==> src/inc/aux_consts.svh <==
`ifndef AUX_CONSTS_SVH
`define AUX_CONSTS_SVH

// ****************************************************************
// Parameter indices within the auxiliary group
// ****************************************************************
`define IDX_SW_RESET     8'h00
`define IDX_FAULT_RESET  8'h01
`define IDX_ESTOP        8'h05
`define IDX_ADJ_SEL      8'h0A
`define IDX_IO_MODE      8'h11
`define IDX_DI_FORCE     8'h12
`define IDX_DO_FORCE     8'h13
`define IDX_ENC_CMD      8'h14
`define IDX_GRAV         8'h18

// ****************************************************************
// Setting ranges
// ****************************************************************
`define MAX_ONE_BIT      16'h0001
`define MAX_ADJ_SEL      16'h0002
`define MAX_IO_MODE      16'h0003
`define MAX_DI_FORCE     16'h01FF
`define MAX_DO_FORCE     16'h001F
`define MAX_ENC_CMD      16'h0002

// ****************************************************************
// Defaults and encodings
// ****************************************************************
`define RST_DI_FORCE     9'h1FF
`define ADJ_AIN_ONE      2'h1
`define ADJ_AIN_TWO      2'h2
`define ENC_CLR_FAULTS   2'h1
`define ENC_CLR_TURNS    2'h2
`define IO_BIT_DI        0
`define IO_BIT_DO        1
`define ADJ_LOG2_SAMPLES 8

`endif

==> src/inc/aux_pkg.sv <==
package aux_pkg;

    typedef struct packed {
        logic        wr;
        logic        rd;
        logic        from_comm;
        logic [7:0]  idx;
        logic [15:0] wdata;
    } param_req_t;

    typedef struct packed {
        logic        ack;
        logic        err;
        logic [15:0] rdata;
    } param_rsp_t;

    typedef enum logic [1:0] {
        ADJ_IDLE,
        ADJ_SUM,
        ADJ_OUT
    } adj_state_t;

endpackage : aux_pkg

==> src/io_force_unit.sv <==
`timescale 1ns/1ns
`include "aux_consts.svh"

module io_force_unit (
    input  wire logic       clk_in,
    input  wire logic       rst_in,
    input  wire logic       ce_in,
    input  wire logic [8:0] di_pin_in,
    input  wire logic       di_force_in,
    input  wire logic [8:0] di_levels_in,
    input  wire logic       do_force_in,
    input  wire logic [4:0] do_states_in,
    input  wire logic [4:0] do_func_in,
    input  wire logic [4:0] do_polarity_in,
    output logic      [8:0] di_level_out,
    output logic      [4:0] do_pin_out
);

    // ****************************************************************
    // Pin synchroniser, change taken once stages two and three agree
    // ****************************************************************
    logic [8:0] s1_reg;
    logic [8:0] s2_reg;
    logic [8:0] s3_reg;
    logic [8:0] filt_reg;
    wire  [8:0] agree      = s2_reg ~^ s3_reg;
    wire  [8:0] filt_next  = (agree & s2_reg) | (~agree & filt_reg);
    wire  [8:0] di_next    = di_force_in ? di_levels_in : filt_next;
    wire  [4:0] do_valid   = do_force_in ? do_states_in : do_func_in;
    // Polarity 0 drives the pin low while the function is valid
    wire  [4:0] do_next    = ~(do_valid ^ do_polarity_in);

    always_ff @(posedge clk_in) begin
        if (ce_in) begin
            if (rst_in) begin
                s1_reg       <= 9'h000;
                s2_reg       <= 9'h000;
                s3_reg       <= 9'h000;
                filt_reg     <= 9'h000;
                di_level_out <= 9'h000;
                do_pin_out   <= 5'h00;
            end else begin
                s1_reg       <= di_pin_in;
                s2_reg       <= s1_reg;
                s3_reg       <= s2_reg;
                filt_reg     <= filt_next;
                di_level_out <= di_next;
                do_pin_out   <= do_next;
            end
        end
    end

endmodule : io_force_unit

==> src/drift_adjust.sv <==
`timescale 1ns/1ns
`include "aux_consts.svh"

module drift_adjust (
    input  wire logic        clk_in,
    input  wire logic        rst_in,
    input  wire logic        ce_in,
    input  wire logic        start_in,
    input  wire logic [1:0]  sel_in,
    input  wire logic [15:0] ain1_in,
    input  wire logic [15:0] ain2_in,
    input  wire logic        sample_valid_in,
    output logic             busy_out,
    output logic             done_out,
    output logic      [1:0]  done_sel_out,
    output logic      [15:0] offset_out
);

    localparam int ACC_W = 16 + `ADJ_LOG2_SAMPLES;

    aux_pkg::adj_state_t state_reg;
    aux_pkg::adj_state_t state_next;
    logic signed [ACC_W-1:0]            acc_reg;
    logic [`ADJ_LOG2_SAMPLES-1:0]       cnt_reg;
    logic [1:0]                         sel_reg;

    wire  [15:0]             sample  = (sel_reg == `ADJ_AIN_TWO) ? ain2_in : ain1_in;
    wire  signed [ACC_W-1:0] sext    = ACC_W'(signed'(sample));
    wire                     take    = (state_reg == aux_pkg::ADJ_SUM) & sample_valid_in;
    wire                     last    = take & (&cnt_reg);
    // Mean is the drift; the correction cancels it
    wire  signed [ACC_W-1:0] mean    = (acc_reg + sext) >>> `ADJ_LOG2_SAMPLES;
    wire  [15:0]             corr    = 16'(-mean);

    always_comb begin
        state_next = state_reg;
        unique case (state_reg)
            aux_pkg::ADJ_IDLE: if (start_in) state_next = aux_pkg::ADJ_SUM;
            aux_pkg::ADJ_SUM:  if (last) state_next = aux_pkg::ADJ_OUT;
            aux_pkg::ADJ_OUT:  state_next = aux_pkg::ADJ_IDLE;
        endcase
    end

    always_ff @(posedge clk_in) begin
        if (ce_in) begin
            if (rst_in) begin
                state_reg    <= aux_pkg::ADJ_IDLE;
                acc_reg      <= '0;
                cnt_reg      <= '0;
                sel_reg      <= 2'h0;
                busy_out     <= 1'b0;
                done_out     <= 1'b0;
                done_sel_out <= 2'h0;
                offset_out   <= 16'h0000;
            end else begin
                state_reg <= state_next;
                busy_out  <= (state_next != aux_pkg::ADJ_IDLE);
                done_out  <= last;
                if (start_in && state_reg == aux_pkg::ADJ_IDLE) begin
                    sel_reg <= sel_in;
                    acc_reg <= '0;
                    cnt_reg <= '0;
                end else if (take) begin
                    acc_reg <= acc_reg + sext;
                    cnt_reg <= cnt_reg + 1'b1;
                end
                if (last) begin
                    offset_out   <= corr;
                    done_sel_out <= sel_reg;
                end
            end
        end
    end

endmodule : drift_adjust

==> src/aux_function_control.sv <==
`timescale 1ns/1ns
`include "aux_consts.svh"

// Overview of operation
// - A granted software reset pulses a program reset like power-on.
// - Software reset waits for servo off, no hard fault, no memory work.
// - Software reset requests are dropped while reset inhibit is set.
// - Fault reset clears class one and two faults once stopped, enters ready.
// - Fault reset clears class three warnings at once, any servo state.
// - Non-resettable faults untouched; only indication cleared by fault reset.
// - Emergency stop setting drives a stop using the chosen stop mode.
// - Analog selector: 0 off, 1 analog input one, 2 analog input two.
// - Adjustment measures zero drift and writes correction to the offset.
// - Forcing mode: 0 none, 1 inputs, 2 outputs, 3 both.
// - Forced input word bit n sets input function n+1; default all ones.
// - Forced output word bit n validates output function n+1; default zero.
// - Output pin level combines validity with polarity; 0 means low valid.
// - Encoder command: 0 nothing, 1 clear faults, 2 faults and turns.
// - Gravity trigger 1 starts tuning; success stores result, returns to 0.
// - Serial-link writes to this group are never saved to nonvolatile memory.

module aux_function_control (
    input  wire logic                CLK_SYS_IN,
    input  wire logic                SRST_IN,
    input  wire logic                CE_IN,
    input  wire aux_pkg::param_req_t PARAM_REQ_IN,
    input  wire logic                SERVO_ON_IN,
    input  wire logic                RUNNING_IN,
    input  wire logic                NONRESET_FAULT_IN,
    input  wire logic                NVM_BUSY_IN,
    input  wire logic                RESET_INHIBIT_IN,
    input  wire logic [1:0]          STOP_MODE_IN,
    input  wire logic [15:0]         AIN1_IN,
    input  wire logic [15:0]         AIN2_IN,
    input  wire logic                AIN_VALID_IN,
    input  wire logic [8:0]          DI_PIN_IN,
    input  wire logic [4:0]          DO_FUNC_IN,
    input  wire logic [4:0]          DO_POLARITY_IN,
    input  wire logic                GRAV_DONE_IN,
    input  wire logic                GRAV_OK_IN,
    input  wire logic [15:0]         GRAV_RESULT_IN,
    output aux_pkg::param_rsp_t      PARAM_RSP_OUT,
    output logic                     PERSIST_REQ_OUT,
    output logic                     SOFT_RESET_OUT,
    output logic                     WARN_CLEAR_OUT,
    output logic                     FAULT_CLEAR_OUT,
    output logic                     ESTOP_OUT,
    output logic [1:0]               ESTOP_MODE_OUT,
    output logic                     ANA_OFFSET_WR_OUT,
    output logic [1:0]               ANA_OFFSET_SEL_OUT,
    output logic [15:0]              ANA_OFFSET_OUT,
    output logic [8:0]               DI_LEVEL_OUT,
    output logic [4:0]               DO_PIN_OUT,
    output logic                     ENC_FAULT_CLR_OUT,
    output logic                     ENC_TURNS_CLR_OUT,
    output logic                     GRAV_START_OUT,
    output logic                     GRAV_RESULT_WR_OUT,
    output logic [15:0]              GRAV_RESULT_OUT
);

    // ****************************************************************
    // Index decode and range checks
    // ****************************************************************
    function automatic logic idx_known(input logic [7:0] idx);
        idx_known = (idx == `IDX_SW_RESET) || (idx == `IDX_FAULT_RESET) ||
                    (idx == `IDX_ESTOP)    || (idx == `IDX_ADJ_SEL)     ||
                    (idx == `IDX_IO_MODE)  || (idx == `IDX_DI_FORCE)    ||
                    (idx == `IDX_DO_FORCE) || (idx == `IDX_ENC_CMD)     ||
                    (idx == `IDX_GRAV);
    endfunction : idx_known

    function automatic logic [15:0] idx_max(input logic [7:0] idx);
        idx_max = `MAX_ONE_BIT;
        if (idx == `IDX_ADJ_SEL) idx_max = `MAX_ADJ_SEL;
        if (idx == `IDX_IO_MODE) idx_max = `MAX_IO_MODE;
        if (idx == `IDX_DI_FORCE) idx_max = `MAX_DI_FORCE;
        if (idx == `IDX_DO_FORCE) idx_max = `MAX_DO_FORCE;
        if (idx == `IDX_ENC_CMD) idx_max = `MAX_ENC_CMD;
    endfunction : idx_max

    // ****************************************************************
    // Setting registers
    // ****************************************************************
    logic        sw_reg;
    logic        fr_reg;
    logic        es_reg;
    logic [1:0]  adj_reg;
    logic [1:0]  iom_reg;
    logic [8:0]  dif_reg;
    logic [4:0]  dof_reg;
    logic [1:0]  enc_reg;
    logic        grav_reg;
    logic        soft_rst_reg;
    logic        adj_busy;
    logic        adj_done;
    logic [1:0]  adj_done_sel;
    logic [15:0] adj_offset;

    // Soft reset reloads the bank exactly as power-on does
    wire bank_rst = SRST_IN | soft_rst_reg;

    // ****************************************************************
    // Request qualification
    // ****************************************************************
    wire [7:0]  req_idx   = PARAM_REQ_IN.idx;
    wire [15:0] req_data  = PARAM_REQ_IN.wdata;
    wire        known     = idx_known(req_idx);
    wire        in_range  = (req_data <= idx_max(req_idx));
    wire        adj_hit   = (req_idx == `IDX_ADJ_SEL);
    // A new adjustment cannot start over one that is running
    wire        adj_clash = adj_hit & adj_busy & (req_data != 16'h0000);
    wire        wr_ok     = PARAM_REQ_IN.wr & known & in_range & ~adj_clash;
    wire        wr_bad    = PARAM_REQ_IN.wr & ~(known & in_range & ~adj_clash);
    wire        rd_take   = PARAM_REQ_IN.rd & ~PARAM_REQ_IN.wr;
    wire        bit0      = req_data[0];

    wire wr_sw    = wr_ok & (req_idx == `IDX_SW_RESET);
    wire wr_fr    = wr_ok & (req_idx == `IDX_FAULT_RESET);
    wire wr_es    = wr_ok & (req_idx == `IDX_ESTOP);
    wire wr_adj   = wr_ok & adj_hit;
    wire wr_iom   = wr_ok & (req_idx == `IDX_IO_MODE);
    wire wr_dif   = wr_ok & (req_idx == `IDX_DI_FORCE);
    wire wr_dof   = wr_ok & (req_idx == `IDX_DO_FORCE);
    wire wr_enc   = wr_ok & (req_idx == `IDX_ENC_CMD);
    wire wr_grav  = wr_ok & (req_idx == `IDX_GRAV);

    // ****************************************************************
    // Software reset
    // ****************************************************************
    wire sw_allowed = ~SERVO_ON_IN & ~NONRESET_FAULT_IN & ~NVM_BUSY_IN;
    wire sw_fire    = sw_reg & sw_allowed & ~RESET_INHIBIT_IN;
    // A pending request dies as soon as the inhibit is raised
    wire sw_next    = wr_sw ? (bit0 & ~RESET_INHIBIT_IN) :
                      (sw_reg & ~RESET_INHIBIT_IN & ~sw_fire);

    // ****************************************************************
    // Fault reset
    // ****************************************************************
    // Warnings clear on the write itself, whether running or not
    wire warn_clr  = wr_fr & bit0;
    // Only resettable classes are cleared, and only once stopped
    wire fault_clr = fr_reg & ~RUNNING_IN;
    wire fr_next   = wr_fr ? bit0 : (fr_reg & ~fault_clr);

    // ****************************************************************
    // Analog adjustment
    // ****************************************************************
    wire       adj_start = wr_adj & ((req_data[1:0] == `ADJ_AIN_ONE) ||
                                     (req_data[1:0] == `ADJ_AIN_TWO));
    wire [1:0] adj_next  = wr_adj ? req_data[1:0] :
                           (adj_done ? 2'h0 : adj_reg);

    // ****************************************************************
    // Encoder and gravity commands
    // ****************************************************************
    // Encoder command acts once and returns to no action
    wire [1:0] enc_next   = wr_enc ? req_data[1:0] : 2'h0;
    wire       grav_ok    = grav_reg & GRAV_DONE_IN & GRAV_OK_IN;
    // Fresh software write wins over the self-clear in the same cycle
    wire       grav_next  = wr_grav ? bit0 : (grav_reg & ~grav_ok);

    // ****************************************************************
    // Forcing mode decode
    // ****************************************************************
    wire di_forced = iom_reg[`IO_BIT_DI];
    wire do_forced = iom_reg[`IO_BIT_DO];

    // ****************************************************************
    // Read-back and answer
    // ****************************************************************
    wire [15:0] rd_mux =
        (req_idx == `IDX_SW_RESET)    ? {15'h0000, sw_reg}   :
        (req_idx == `IDX_FAULT_RESET) ? {15'h0000, fr_reg}   :
        (req_idx == `IDX_ESTOP)       ? {15'h0000, es_reg}   :
        (req_idx == `IDX_ADJ_SEL)     ? {14'h0000, adj_reg}  :
        (req_idx == `IDX_IO_MODE)     ? {14'h0000, iom_reg}  :
        (req_idx == `IDX_DI_FORCE)    ? {7'h00, dif_reg}     :
        (req_idx == `IDX_DO_FORCE)    ? {11'h000, dof_reg}   :
        (req_idx == `IDX_ENC_CMD)     ? {14'h0000, enc_reg}  :
        (req_idx == `IDX_GRAV)        ? {15'h0000, grav_reg} : 16'h0000;
    wire        rsp_err = wr_bad | (rd_take & ~known);
    wire [15:0] rsp_dat = (rd_take & known) ? rd_mux : 16'h0000;
    // Keypad writes may be saved; serial writes to this group never are
    wire        persist = wr_ok & ~PARAM_REQ_IN.from_comm;

    // ****************************************************************
    // Soft reset pulse, cleared only by power-on reset
    // ****************************************************************
    always_ff @(posedge CLK_SYS_IN) begin
        if (CE_IN) begin
            if (SRST_IN) begin
                soft_rst_reg   <= 1'b0;
                SOFT_RESET_OUT <= 1'b0;
            end else begin
                soft_rst_reg   <= sw_fire;
                SOFT_RESET_OUT <= sw_fire;
            end
        end
    end

    // ****************************************************************
    // Bank registers
    // ****************************************************************
    always_ff @(posedge CLK_SYS_IN) begin
        if (CE_IN) begin
            if (bank_rst) begin
                sw_reg   <= 1'b0;
                fr_reg   <= 1'b0;
                es_reg   <= 1'b0;
                adj_reg  <= 2'h0;
                iom_reg  <= 2'h0;
                dif_reg  <= `RST_DI_FORCE;
                dof_reg  <= 5'h00;
                enc_reg  <= 2'h0;
                grav_reg <= 1'b0;
            end else begin
                sw_reg   <= sw_next;
                fr_reg   <= fr_next;
                adj_reg  <= adj_next;
                enc_reg  <= enc_next;
                grav_reg <= grav_next;
                if (wr_es) es_reg <= bit0;
                if (wr_iom) iom_reg <= req_data[1:0];
                if (wr_dif) dif_reg <= req_data[8:0];
                if (wr_dof) dof_reg <= req_data[4:0];
            end
        end
    end

    // ****************************************************************
    // Action and answer outputs
    // ****************************************************************
    always_ff @(posedge CLK_SYS_IN) begin
        if (CE_IN) begin
            if (bank_rst) begin
                PARAM_RSP_OUT      <= '0;
                PERSIST_REQ_OUT    <= 1'b0;
                WARN_CLEAR_OUT     <= 1'b0;
                FAULT_CLEAR_OUT    <= 1'b0;
                ESTOP_OUT          <= 1'b0;
                ESTOP_MODE_OUT     <= 2'h0;
                ANA_OFFSET_WR_OUT  <= 1'b0;
                ANA_OFFSET_SEL_OUT <= 2'h0;
                ANA_OFFSET_OUT     <= 16'h0000;
                ENC_FAULT_CLR_OUT  <= 1'b0;
                ENC_TURNS_CLR_OUT  <= 1'b0;
                GRAV_START_OUT     <= 1'b0;
                GRAV_RESULT_WR_OUT <= 1'b0;
                GRAV_RESULT_OUT    <= 16'h0000;
            end else begin
                PARAM_RSP_OUT.ack   <= PARAM_REQ_IN.wr | PARAM_REQ_IN.rd;
                PARAM_RSP_OUT.err   <= rsp_err;
                PARAM_RSP_OUT.rdata <= rsp_dat;
                PERSIST_REQ_OUT     <= persist;
                WARN_CLEAR_OUT      <= warn_clr;
                FAULT_CLEAR_OUT     <= fault_clr;
                ESTOP_OUT           <= es_reg;
                ESTOP_MODE_OUT      <= STOP_MODE_IN;
                ANA_OFFSET_WR_OUT   <= adj_done;
                ENC_FAULT_CLR_OUT   <= (enc_reg != 2'h0);
                ENC_TURNS_CLR_OUT   <= (enc_reg == `ENC_CLR_TURNS);
                GRAV_START_OUT      <= wr_grav & bit0;
                GRAV_RESULT_WR_OUT  <= grav_ok;
                if (adj_done) begin
                    ANA_OFFSET_SEL_OUT <= adj_done_sel;
                    ANA_OFFSET_OUT     <= adj_offset;
                end
                if (grav_ok) GRAV_RESULT_OUT <= GRAV_RESULT_IN;
            end
        end
    end

    // ****************************************************************
    // Sub-blocks
    // ****************************************************************
    drift_adjust u_drift (
        .clk_in          (CLK_SYS_IN),
        .rst_in          (bank_rst),
        .ce_in           (CE_IN),
        .start_in        (adj_start),
        .sel_in          (req_data[1:0]),
        .ain1_in         (AIN1_IN),
        .ain2_in         (AIN2_IN),
        .sample_valid_in (AIN_VALID_IN),
        .busy_out        (adj_busy),
        .done_out        (adj_done),
        .done_sel_out    (adj_done_sel),
        .offset_out      (adj_offset)
    );

    io_force_unit u_io (
        .clk_in         (CLK_SYS_IN),
        .rst_in         (bank_rst),
        .ce_in          (CE_IN),
        .di_pin_in      (DI_PIN_IN),
        .di_force_in    (di_forced),
        .di_levels_in   (dif_reg),
        .do_force_in    (do_forced),
        .do_states_in   (dof_reg),
        .do_func_in     (DO_FUNC_IN),
        .do_polarity_in (DO_POLARITY_IN),
        .di_level_out   (DI_LEVEL_OUT),
        .do_pin_out     (DO_PIN_OUT)
    );

endmodule : aux_function_control

==> config.mk <==
export PLATFORM = sky130hd
export DESIGN_NAME = aux_function_control
export DESIGN_NICKNAME = d
export VERILOG_FILES = /design/src/inc/aux_pkg.sv /design/src/io_force_unit.sv /design/src/drift_adjust.sv /design/src/aux_function_control.sv
export VERILOG_INCLUDE_DIRS = /design/src /design/src/inc
export SDC_FILE = /design/constraint.sdc
export NUM_CORES = 1
export LEC_CHECK = 0
export ABC_AREA = 1
export BUFFER_PORTS_ARGS = -buffer_cell sky130_fd_sc_hd__buf_2
export CAP_MARGIN = 20
export CORE_ASPECT_RATIO = 0.8
export CORE_UTILIZATION = 45
export CTS_CLUSTER_DIAMETER = 60
export CTS_CLUSTER_SIZE = 20
export DETAILED_ROUTE_END_ITERATION = 16
export GPL_TIMING_DRIVEN = 0
export PLACE_DENSITY = 0.64
export SLEW_MARGIN = 20
export SYNTH_ARGS = -nofsm -noshare
export SYNTH_HDL_FRONTEND = slang
export SYNTH_SLANG_ARGS = --single-unit
==> constraint.sdc <==
create_clock -name CLK_SYS_IN -period 10.4 [get_ports CLK_SYS_IN]
set_input_delay 1.56 -clock CLK_SYS_IN [delete_from_list [all_inputs] [get_ports CLK_SYS_IN]]
set_output_delay 1.56 -clock CLK_SYS_IN [all_outputs]
set_load 0.05 [all_outputs]
Word level (Yosys, flattened, before mapping)

Index checks and enable logic that the tools add are counted.

Register bits: 194
Input port bits: 107
Output and inout port bits: 78

$add $sub $neg: 3
$lt $le $gt $ge: 1
Equal/unequal tests: 14
Mux-type cells: 37
Bitwise operators: 63
Reductions and logical operators: 42

Operators with widths:

| kind                                                            | count |
|---|---|
| 16-bit two-way mux                                              | 8 |
| 8-bit by 5-bit == test with 1-bit output, second input constant | 5 |
| 1-bit AND                                                       | 38 |
| 9-bit two-way mux                                               | 3 |
| 24-bit by 16-bit adder with 24-bit output                       | 1 |
| 2-bit two-way mux                                               | 12 |
| 24-bit two-way mux                                              | 1 |
| 2-bit AND reduction                                             | 10 |
| 2-bit nonzero test                                              | 10 |
| 9-bit AND                                                       | 2 |
| 16-bit less-or-equal comparator                                 | 1 |
| 16-bit negation                                                 | 1 |
| 16-bit nonzero test                                             | 1 |
| 5-bit two-way mux                                               | 3 |
| 1-bit NOT                                                       | 15 |
| 10-bit OR reduction                                             | 1 |
| 1-bit logical OR                                                | 9 |
| 9-bit NOT                                                       | 1 |
| 9-bit bitwise OR                                                | 1 |
| 9-bit bitwise XNOR                                              | 1 |
| 8-bit by 1-bit adder with 8-bit output, second input constant   | 1 |
| 2-bit == test, second input constant                            | 4 |
| 8-bit by 1-bit == test with 1-bit output, second input constant | 1 |
| 8-bit by 3-bit == test with 1-bit output, second input constant | 1 |
| 16 further kinds                                                | 29 |

Depth between registers and ports, before layout

Gate-level depths: netlist of the first run.

Word-level depth: 17
Gate-level depth with buffers: 27
Gate-level depth less buffers: 26

Hierarchy

A second synthesis of the first run with hierarchy kept.

Cell total of the unflattened synthesis: 1,274
Area, all modules: 10,993.0 um^2

By module, submodules not included:

| module               | instances | cells each | area an instance (um^2) |
|---|---|---|---|
| drift_adjust         | 1         | 629        | 4,564.4 |
| aux_function_control | 1         | 421        | 4,149.0 |
| io_force_unit        | 1         | 224        | 2,279.7 |

Least setup slack after synthesis of the first run

Ideal clock, no wire load.

Kind: input-to-reg
From: input PARAM_REQ_IN[23] in the netlist's numbering
To: register u_drift.acc_reg[0] (enable)
Arrival time: 4,940 ps
Path slack: 5,019 ps
Stages: 22
Cells stage by stage: nor2_1 > nand3_1 > inv_2 > nand2_2 > nand2_1 > inv_1 > nand3_1 > inv_1 > ha_1 > inv_1 > o21bai_1 > nand2_1 > nand2_1 > nand2_1 > nand2_1 > nand2_1 > nand2_1 > nand2_1 > nand2_1 > nor2_2 > nand4_2 > a31oi_1

Longest elaborated chain between the ends: 17
Elaborated cells between the ends (all ways): 34
Those cells by class: 1 x order compare; 8 x eq/ne; 5 x mux; 8 x bitwise; 12 x reduce/logical

RTL lines:

| element                                                                                  | line                        | text |
|---|---|---|
| start: declaration                                                                       | aux_function_control.sv:26  | `input wire aux_pkg::param_req_t PARAM_REQ_IN,` |
| parallel branches: the longest is 12 deep, another holds 16-bit less-or-equal comparator | n/a                         |  |
| 1-bit AND (*)                                                                            | aux_function_control.sv:120 | `wire wr_adj = wr_ok & adj_hit;` |
| 1-bit AND (*)                                                                            | aux_function_control.sv:148 | `` wire adj_start = wr_adj & ((req_data[1:0] == `ADJ_AIN_ONE) \|\| `` |
| 1-bit logical AND (*)                                                                    | drift_adjust.sv:59          | `if (start_in && state_reg == aux_pkg::ADJ_IDLE) begin` |
| 3-bit nonzero test (no line) (*)                                                         | n/a                         |  |
| 2-bit AND reduction (no line) (*)                                                        | n/a                         |  |
| end signal: assignment                                                                   | drift_adjust.sv:64          | `acc_reg <= acc_reg + sext;` |
| end: declaration                                                                         | drift_adjust.sv:23          | `logic signed [ACC_W-1:0] acc_reg;` |

Every way passes the cells marked *.
A chain may end at the register's enable or synchronous reset.

Worst setup path after layout of the first run

From: input PARAM_REQ_IN[19] in the netlist's numbering
To: register u_drift.acc_reg[6] (enable)

The elaborated chain is that of the path after synthesis.

==> impl_results.md, run 1 <==
* Multi-input gate area at 3900 sq um
* Post-synth EDFFs at 187
* Hold Violations, Final at 0
* Core Util, Final at 0.551
* Post-Place Worst Slack at 5290 ps
* Multiplexer area fraction after synthesis at 0.0220
* Top cell type's share of synthesized area at 0.536
* Std cell rows at 49
* GRT Util Overall at 0.218
* Synth Instances at 1196
* H-tree depth at 4
* Layout Nets at 1548
* Die width at 173 microns
* Die span in y at 138 microns
* DIE AREA at 23900 sq um
* Largest family of logic cells by synthesized area: simple AND/OR/NAND/NOR gates
* Clk_skew at 14.9 ps
* PostCTS Resize Cnt at 0
* Worst hold slack at 534 ps
* Core area at 22600 sq um
* Most common cell after layout, fill and taps aside: nand2_1
* CTS Hold Buffers Added at 0
* Share of cells above drive strength 1 at 0.203
* Final setup viols at 0
* Slew @ Worst Pin at 893 ps
* DR iter-0 viols at 673
* Filler instances at 2120
* Slew headroom at 0.405
* CTS clock-pin slew for the worst setup and hold paths at 80 ps
* Layout area overhead at 18.9%
* Avg Inst Size Synth at 8.76 sq um
* Max clock buf depth at 2
* Max cap viols at 0
* Max VDD drop at 0.000126 V
* Status: complete, no violations
* Worst-Skew Late Latency at 430 ps
* First drt pass iteration count at 5
* Io pins at 185
* Total power at 1.96 mW
* Synth warn at 0
* Residual DRC count at 0
* PwrDens at 157 nW/um^2
* Wirelength, routed at 25400 microns
* Post-Layout Inst Area at 12500 sq um
* Placement Cell Area at 11900 sq um
* DP Cell Count at 1690
* CP Max Fanout at 19
* Top post-synthesis cells by area: edfxtp_1 (54%), nand2_1 (9.7%), inv_1 (7.6%), nor2_1 (7.1%), ha_1 (4.4%)
* DR WL/cell at 14.7 microns
* Crit share post-route at 0.450
* Total gr overflow at 0
* Register area at 5620 sq um
* Adder-Cell Fraction of Synth Area at 0.0461
* Hold Path Class: reg2reg
* Setup TNS at 0 ps
* Synth Area in Compound Gates at 0.0526
* Fin crit period at 4680 ps
* Post-synthesis share of cell area spent on xor and xnor gates at 0.00753
* Clock Root Buffer: clkbuf_16
* Top_reg_cell synth: edfxtp_1
* CP Class: in2reg
* Crit. End Element: register
* Critical path required time at 10540 ps
* GPL Wtd Cong at 0.918
* Commonest cells after routing, fill and taps aside: nand2_1 (271), inv_1 (211), nor2_1 (196), edfxtp_1 (187), buf_2 (176)
* Yosys cell types at 44
* Number of global-route vias before repair at 7845
* Startpoint Class: input pin
* Via count at 8432
* Fmax achieved at 214 MHz
* Crit path DAT at 4820 ps
* ANT nets after route at 0
* Yosys top cell by area: edfxtp_1
* LEAKAGE at 5.95 nW
* PortBufs at 177
* Post-Layout Cell Count at 1722
* Largest net degree at the start of global routing at 48
* RSZ-0062 raised after global routing: no
* Sequential area share after synthesis at 0.536
* CTS tree: yes
* Async set or reset register ratio after synthesis at 0
* # Post-CTS Setup Buffers at 0
* DP HPWL at 19700 microns
* Post-Synth Simple-Gate Area at 0.240
* Via density at 4.90
* Number of diodes at 0
* Initial Util at 0.463
* Mapped Area at 10500 sq um
* Clk sinks at 187
* Antenna violations before repair at 0
* Setup ws final at 5720 ps
* Number of synthesized register bits at 187
* CTS Buf Count at 17
* Max-slew violations at 0
* Max reg flops at 24
* First-pass GRT wire length at 40700 microns
[critical path: stages]
cell	delay [ps]
buf_2	100
inv_1	110
nand2_2	100
nor2_2	220
nand2_2	150
nand2_1	110
inv_1	100
nand3_1	100
inv_1	50
ha_1	280
inv_1	60
o21bai_1	70
nand2_1	60
nand2_1	50
nand2_1	50
nand2_1	40
nand2_1	50
nand2_1	50
nand2_1	60
nand2_1	90
nor2_2	190
nand4_2	310
a31oi_4	610
buf_16	240
[where the power goes]
part           switching (mW)  internal [mW]
logic                   0.288          0.124
clock network           0.309          0.341
registers              0.0150          0.882
[synthesized netlist by cell type, drive strengths merged (13+ instances only)]
| cell | instances |
|---|---|
| nor2 | 209 |
| buf | 13 |
| inv | 218 |
| clkbuf | 16 |
| mux2 | 16 |
| nand3 | 48 |
| a21oi | 53 |
| o21ai | 31 |
| nor3 | 16 |
| nand4 | 24 |
| ha | 37 |
| nand2 | 280 |
| edfxtp | 187 |
[metal layers]
| layer | vias to the layer above | routed length, microns | global-route usage | share of wire |
|---|---|---|---|---|
| met1 | 3852 | 12800 | 0.331 | 0.50 |
| met2 | 287 | 10600 | 0.322 | 0.42 |
| met5 | - | 0 | 0 | 0 |
| met3 | 24 | 1700 | 0.0413 | 0.067 |
| met4 | 0 | 260 | 0.0498 | 0.010 |
| li1 | 4269 | - | - | - |
[cell type report]
| cell class | instances | area share |
|---|---|---|
| Clock inverter | 14 | 0.0117 |
| Buffer | 29 | 0.0138 |
| Clock buffer | 18 | 0.0345 |
| Timing Repair Buffer | 182 | 0.0785 |
| Tap cell | 306 | 0.0307 |
| Sequential cell | 187 | 0.451 |
| Multi-Input combinational cell | 765 | 0.313 |
| Inverter | 221 | 0.0666 |
[cells by family (layout without fill, tap and decap cells)]
| kind of cell | after synthesis | count (layout) |
|---|---|---|
| XOR/XNOR | 9 | 9 |
| multiplexers | 21 | 21 |
| AND/OR/NAND/NOR | 589 | 589 |
| adder cells (fa/ha/maj) | 38 | 38 |
| flip-flops | 187 | 187 |
| other | 1 | 7 |
| AO/OA/AOI/OAI | 101 | 101 |
| buffers and inverters | 250 | 464 |
[path summary, 6_finish.rpt]
check                                      startpoint                      to  slack (ps)  depth (start not counted)
worst max register to register     u_drift.sel_reg[1]  u_drift.offset_out[14]        6240                         17
worst min register to register  u_drift.offset_out[5]       ANA_OFFSET_OUT[5]         530                          2
worst max-delay path                 PARAM_REQ_IN[19]      u_drift.acc_reg[6]        5720                         24
worst min-delay path            u_drift.offset_out[5]       ANA_OFFSET_OUT[5]         530                          2
No activity file was read; power rests on OpenSTA's default activity.
==> inputs of run 2 (changes only) <==
==> constraint.sdc (replaced) <==
create_clock -name CLK_SYS_IN -period 4.45 [get_ports CLK_SYS_IN]
set_input_delay 0.6675 -clock CLK_SYS_IN [delete_from_list [all_inputs] [get_ports CLK_SYS_IN]]
set_output_delay 0.6675 -clock CLK_SYS_IN [all_outputs]
set_load 0.05 [all_outputs]
==> impl_results.md, run 2 (synthesized netlist as in run 1, its figures left out) <==
* Hold Path Class: in2reg (was reg2reg)
* DR WL/cell at 14.7 microns (about the same)
* Post-Layout Cell Count at 1722 (unchanged)
* CTS Buf Count at 17 (unchanged)
* First drt pass iteration count at 7 (was 5)
* Wirelength, routed at 25400 microns (about the same)
* First-pass GRT wire length at 41000 microns (was 40700 microns)
* Critical path required time at 4660 ps (was 10540 ps)
* Grt met1 use at 0.339 (was 0.331)
* Status: complete, no violations (unchanged)
* Slew @ Worst Pin at 914 ps (was 893 ps)
* Layout area overhead at 19.0% (was 18.9%)
* Setup TNS at 0 ps (unchanged)
* CP Class: reg2reg (was in2reg)
* GRT Util Overall at 0.220 (was 0.218)
* Io pins at 185 (unchanged)
* Number of diodes at 0 (unchanged)
* DR iter-0 viols at 644 (was 673)
* PostCTS Resize Cnt at 0 (unchanged)
* Die width at 173 microns (unchanged)
* LEAKAGE at 5.95 nW (about the same)
* PortBufs at 177 (unchanged)
* Slew headroom at 0.391 (was 0.405)
* Largest net degree at the start of global routing at 46 (was 48)
* Fin crit period at 3970 ps
* Std cell rows at 49 (unchanged)
* Crit. End Element: register (unchanged)
* Startpoint Class: register (was input pin)
* Via count at 8473 (was 8432)
* Crit share post-route at 0.892
* DP HPWL at 19500 microns (was 19700 microns)
* PwrDens at 368 nW/um^2 (was 157 nW/um^2)
* Worst-Skew Late Latency at 440 ps (was 430 ps)
* Number of global-route vias before repair at 7858 (was 7845)
* Residual DRC count at 0 (unchanged)
* Hold Violations, Final at 0 (unchanged)
* Layout Nets at 1548 (unchanged)
* Max reg flops at 24 (unchanged)
* Max VDD drop at 0.000266 V (was 0.000126 V)
* CP Max Fanout at 10 (was 19)
* CTS clock-pin slew for the worst setup and hold paths at 80 ps (about the same)
* Most common cell after layout, fill and taps aside: nand2_1 (unchanged)
* Slowest CP cell: edfxtp_1 (was a31oi_4)
* Clk_skew at 14.9 ps (about the same)
* Filler instances at 2095 (was 2120)
* Initial Util at 0.463 (unchanged)
* # Post-CTS Setup Buffers at 0 (unchanged)
* Fmax achieved at 252 MHz
* Via density at 4.92 (was 4.90)
* Core area at 22600 sq um (unchanged)
* ANT nets after route at 0 (unchanged)
* M2 GR Usage at 0.315 (was 0.322)
* Core Util, Final at 0.551 (about the same)
* Die span in y at 138 microns (unchanged)
* GPL Wtd Cong at 0.915 (was 0.918)
* Antenna violations before repair at 1 (was 0)
* Total gr overflow at 0 (unchanged)
* Clock Root Buffer: clkbuf_16 (unchanged)
* Commonest cells after routing, fill and taps aside: nand2_1 (271), inv_1 (211), nor2_1 (196), edfxtp_1 (187), buf_2 (176) (unchanged)
* Crit path DAT at 4180 ps (was 4820 ps)
* Max cap viols at 0 (unchanged)
* H-tree depth at 4 (unchanged)
* Max-slew violations at 0 (unchanged)
* Met3 Use GR at 0.0382 (was 0.0413)
* CTS tree: yes (unchanged)
* Crit-path cells: nand2_1 -> clkbuf_2 -> mux2_2 -> ha_1 -> nand2_1 -> nor2_1 -> nand3_1 -> nand4_1 -> and2_1 -> ha_1 -> nand3_1 -> nor2_4 -> nand3_2 -> nor2_4 -> nand3_1 -> nand2_1 -> nor2_1 (was buf_2 -> inv_1 -> nand2_2 -> nor2_2 -> nand2_2 -> nand2_1 -> inv_1 -> nand3_1 -> inv_1 -> ha_1 -> inv_1 -> o21bai_1 -> nand2_1 -> nand2_1 -> nand2_1 -> nand2_1 -> nand2_1 -> nand2_1 -> nand2_1 -> nand2_1 -> nor2_2 -> nand4_2 -> a31oi_4 -> buf_16)
* Grt peak-use layer: met1 (unchanged)
* DP Cell Count at 1690 (unchanged)
* Share of cells above drive strength 1 at 0.205 (was 0.203)
* Final setup viols at 0 (unchanged)
* RSZ-0062 raised after global routing: no (unchanged)
* CTS Hold Buffers Added at 0 (unchanged)
* DIE AREA at 23900 sq um (unchanged)
* Max clock buf depth at 2 (unchanged)
* CP peak stage delay at 390 ps (was 610 ps)
* Clk sinks at 187 (unchanged)
-- run 2: changes by cell type in the layout (fill, tap and decap cells not counted), sizes merged --
cell	before	now
clkinv	4	6
inv	228	226
clkbuf	34	33
clkinvlp	2	3
-- run 2: worst max-delay path, delay by kind of cell (launching register included) --
kind                       cells  cell delay, ps
and+or+nand+nor               13            2070
muxes                          1             370
buffers and inverters          1             370
DFF                            1             390
adders and majority gates      2             540
-- run 2: cell type report --
class | count | area (sq um) | share of cell area
Buffer | 29 | 173 | 0.0139
Timing Repair Buffer | 182 | 977 | 0.0784
Clock inverter | 15 | 154 | 0.0124
Clock buffer | 17 | 425 | 0.0341
Sequential cell | 187 | 5620 | 0.451
Multi-Input combinational cell | 765 | 3900 | 0.313
Inverter | 221 | 830 | 0.0666
Tap cell | 306 | 383 | 0.0307
-- run 2: metrics by stage --
step	power [mW]	cell area, sq um	setup WS, ps	hold WS [ps]
finish	4.59	12500	480	517
global route	4.79	12500	84.1	509
CTS	4.60	12500	293	511
detailed placement	3.09	11900	288	529
global placement	3.06	11800	-633	521
floorplan	2.80	10500	650	519
-- run 2: final timing paths --
path	slack [ps]	to	depth (start not counted)	from
max	480	u_drift.offset_out[14]	17	u_drift.sel_reg[1]
min	520	soft_rst_reg	2	SRST_IN
max reg2reg	480	u_drift.offset_out[14]	17	u_drift.sel_reg[1]
min reg2reg	530	ANA_OFFSET_OUT[3]	2	u_drift.offset_out[3]
-- run 2: metal layers --
| layer | part of all wire | vias up |
|---|---|---|
| met5 | 0.00039 | - |
| met4 | 0.012 | 2 |
| met3 | 0.069 | 22 |
| met2 | 0.42 | 296 |
| met1 | 0.50 | 3884 |
| li1 | - | 4269 |
-- run 2: where the power goes --
group / switching (mW) / total [mW] / internal (mW)
clock: 0.737 / 1.53 / 0.793
combinational: 0.670 / 0.960 / 0.290
sequential: 0.0358 / 2.10 / 2.06
total: 1.44 / 4.59 / 3.14
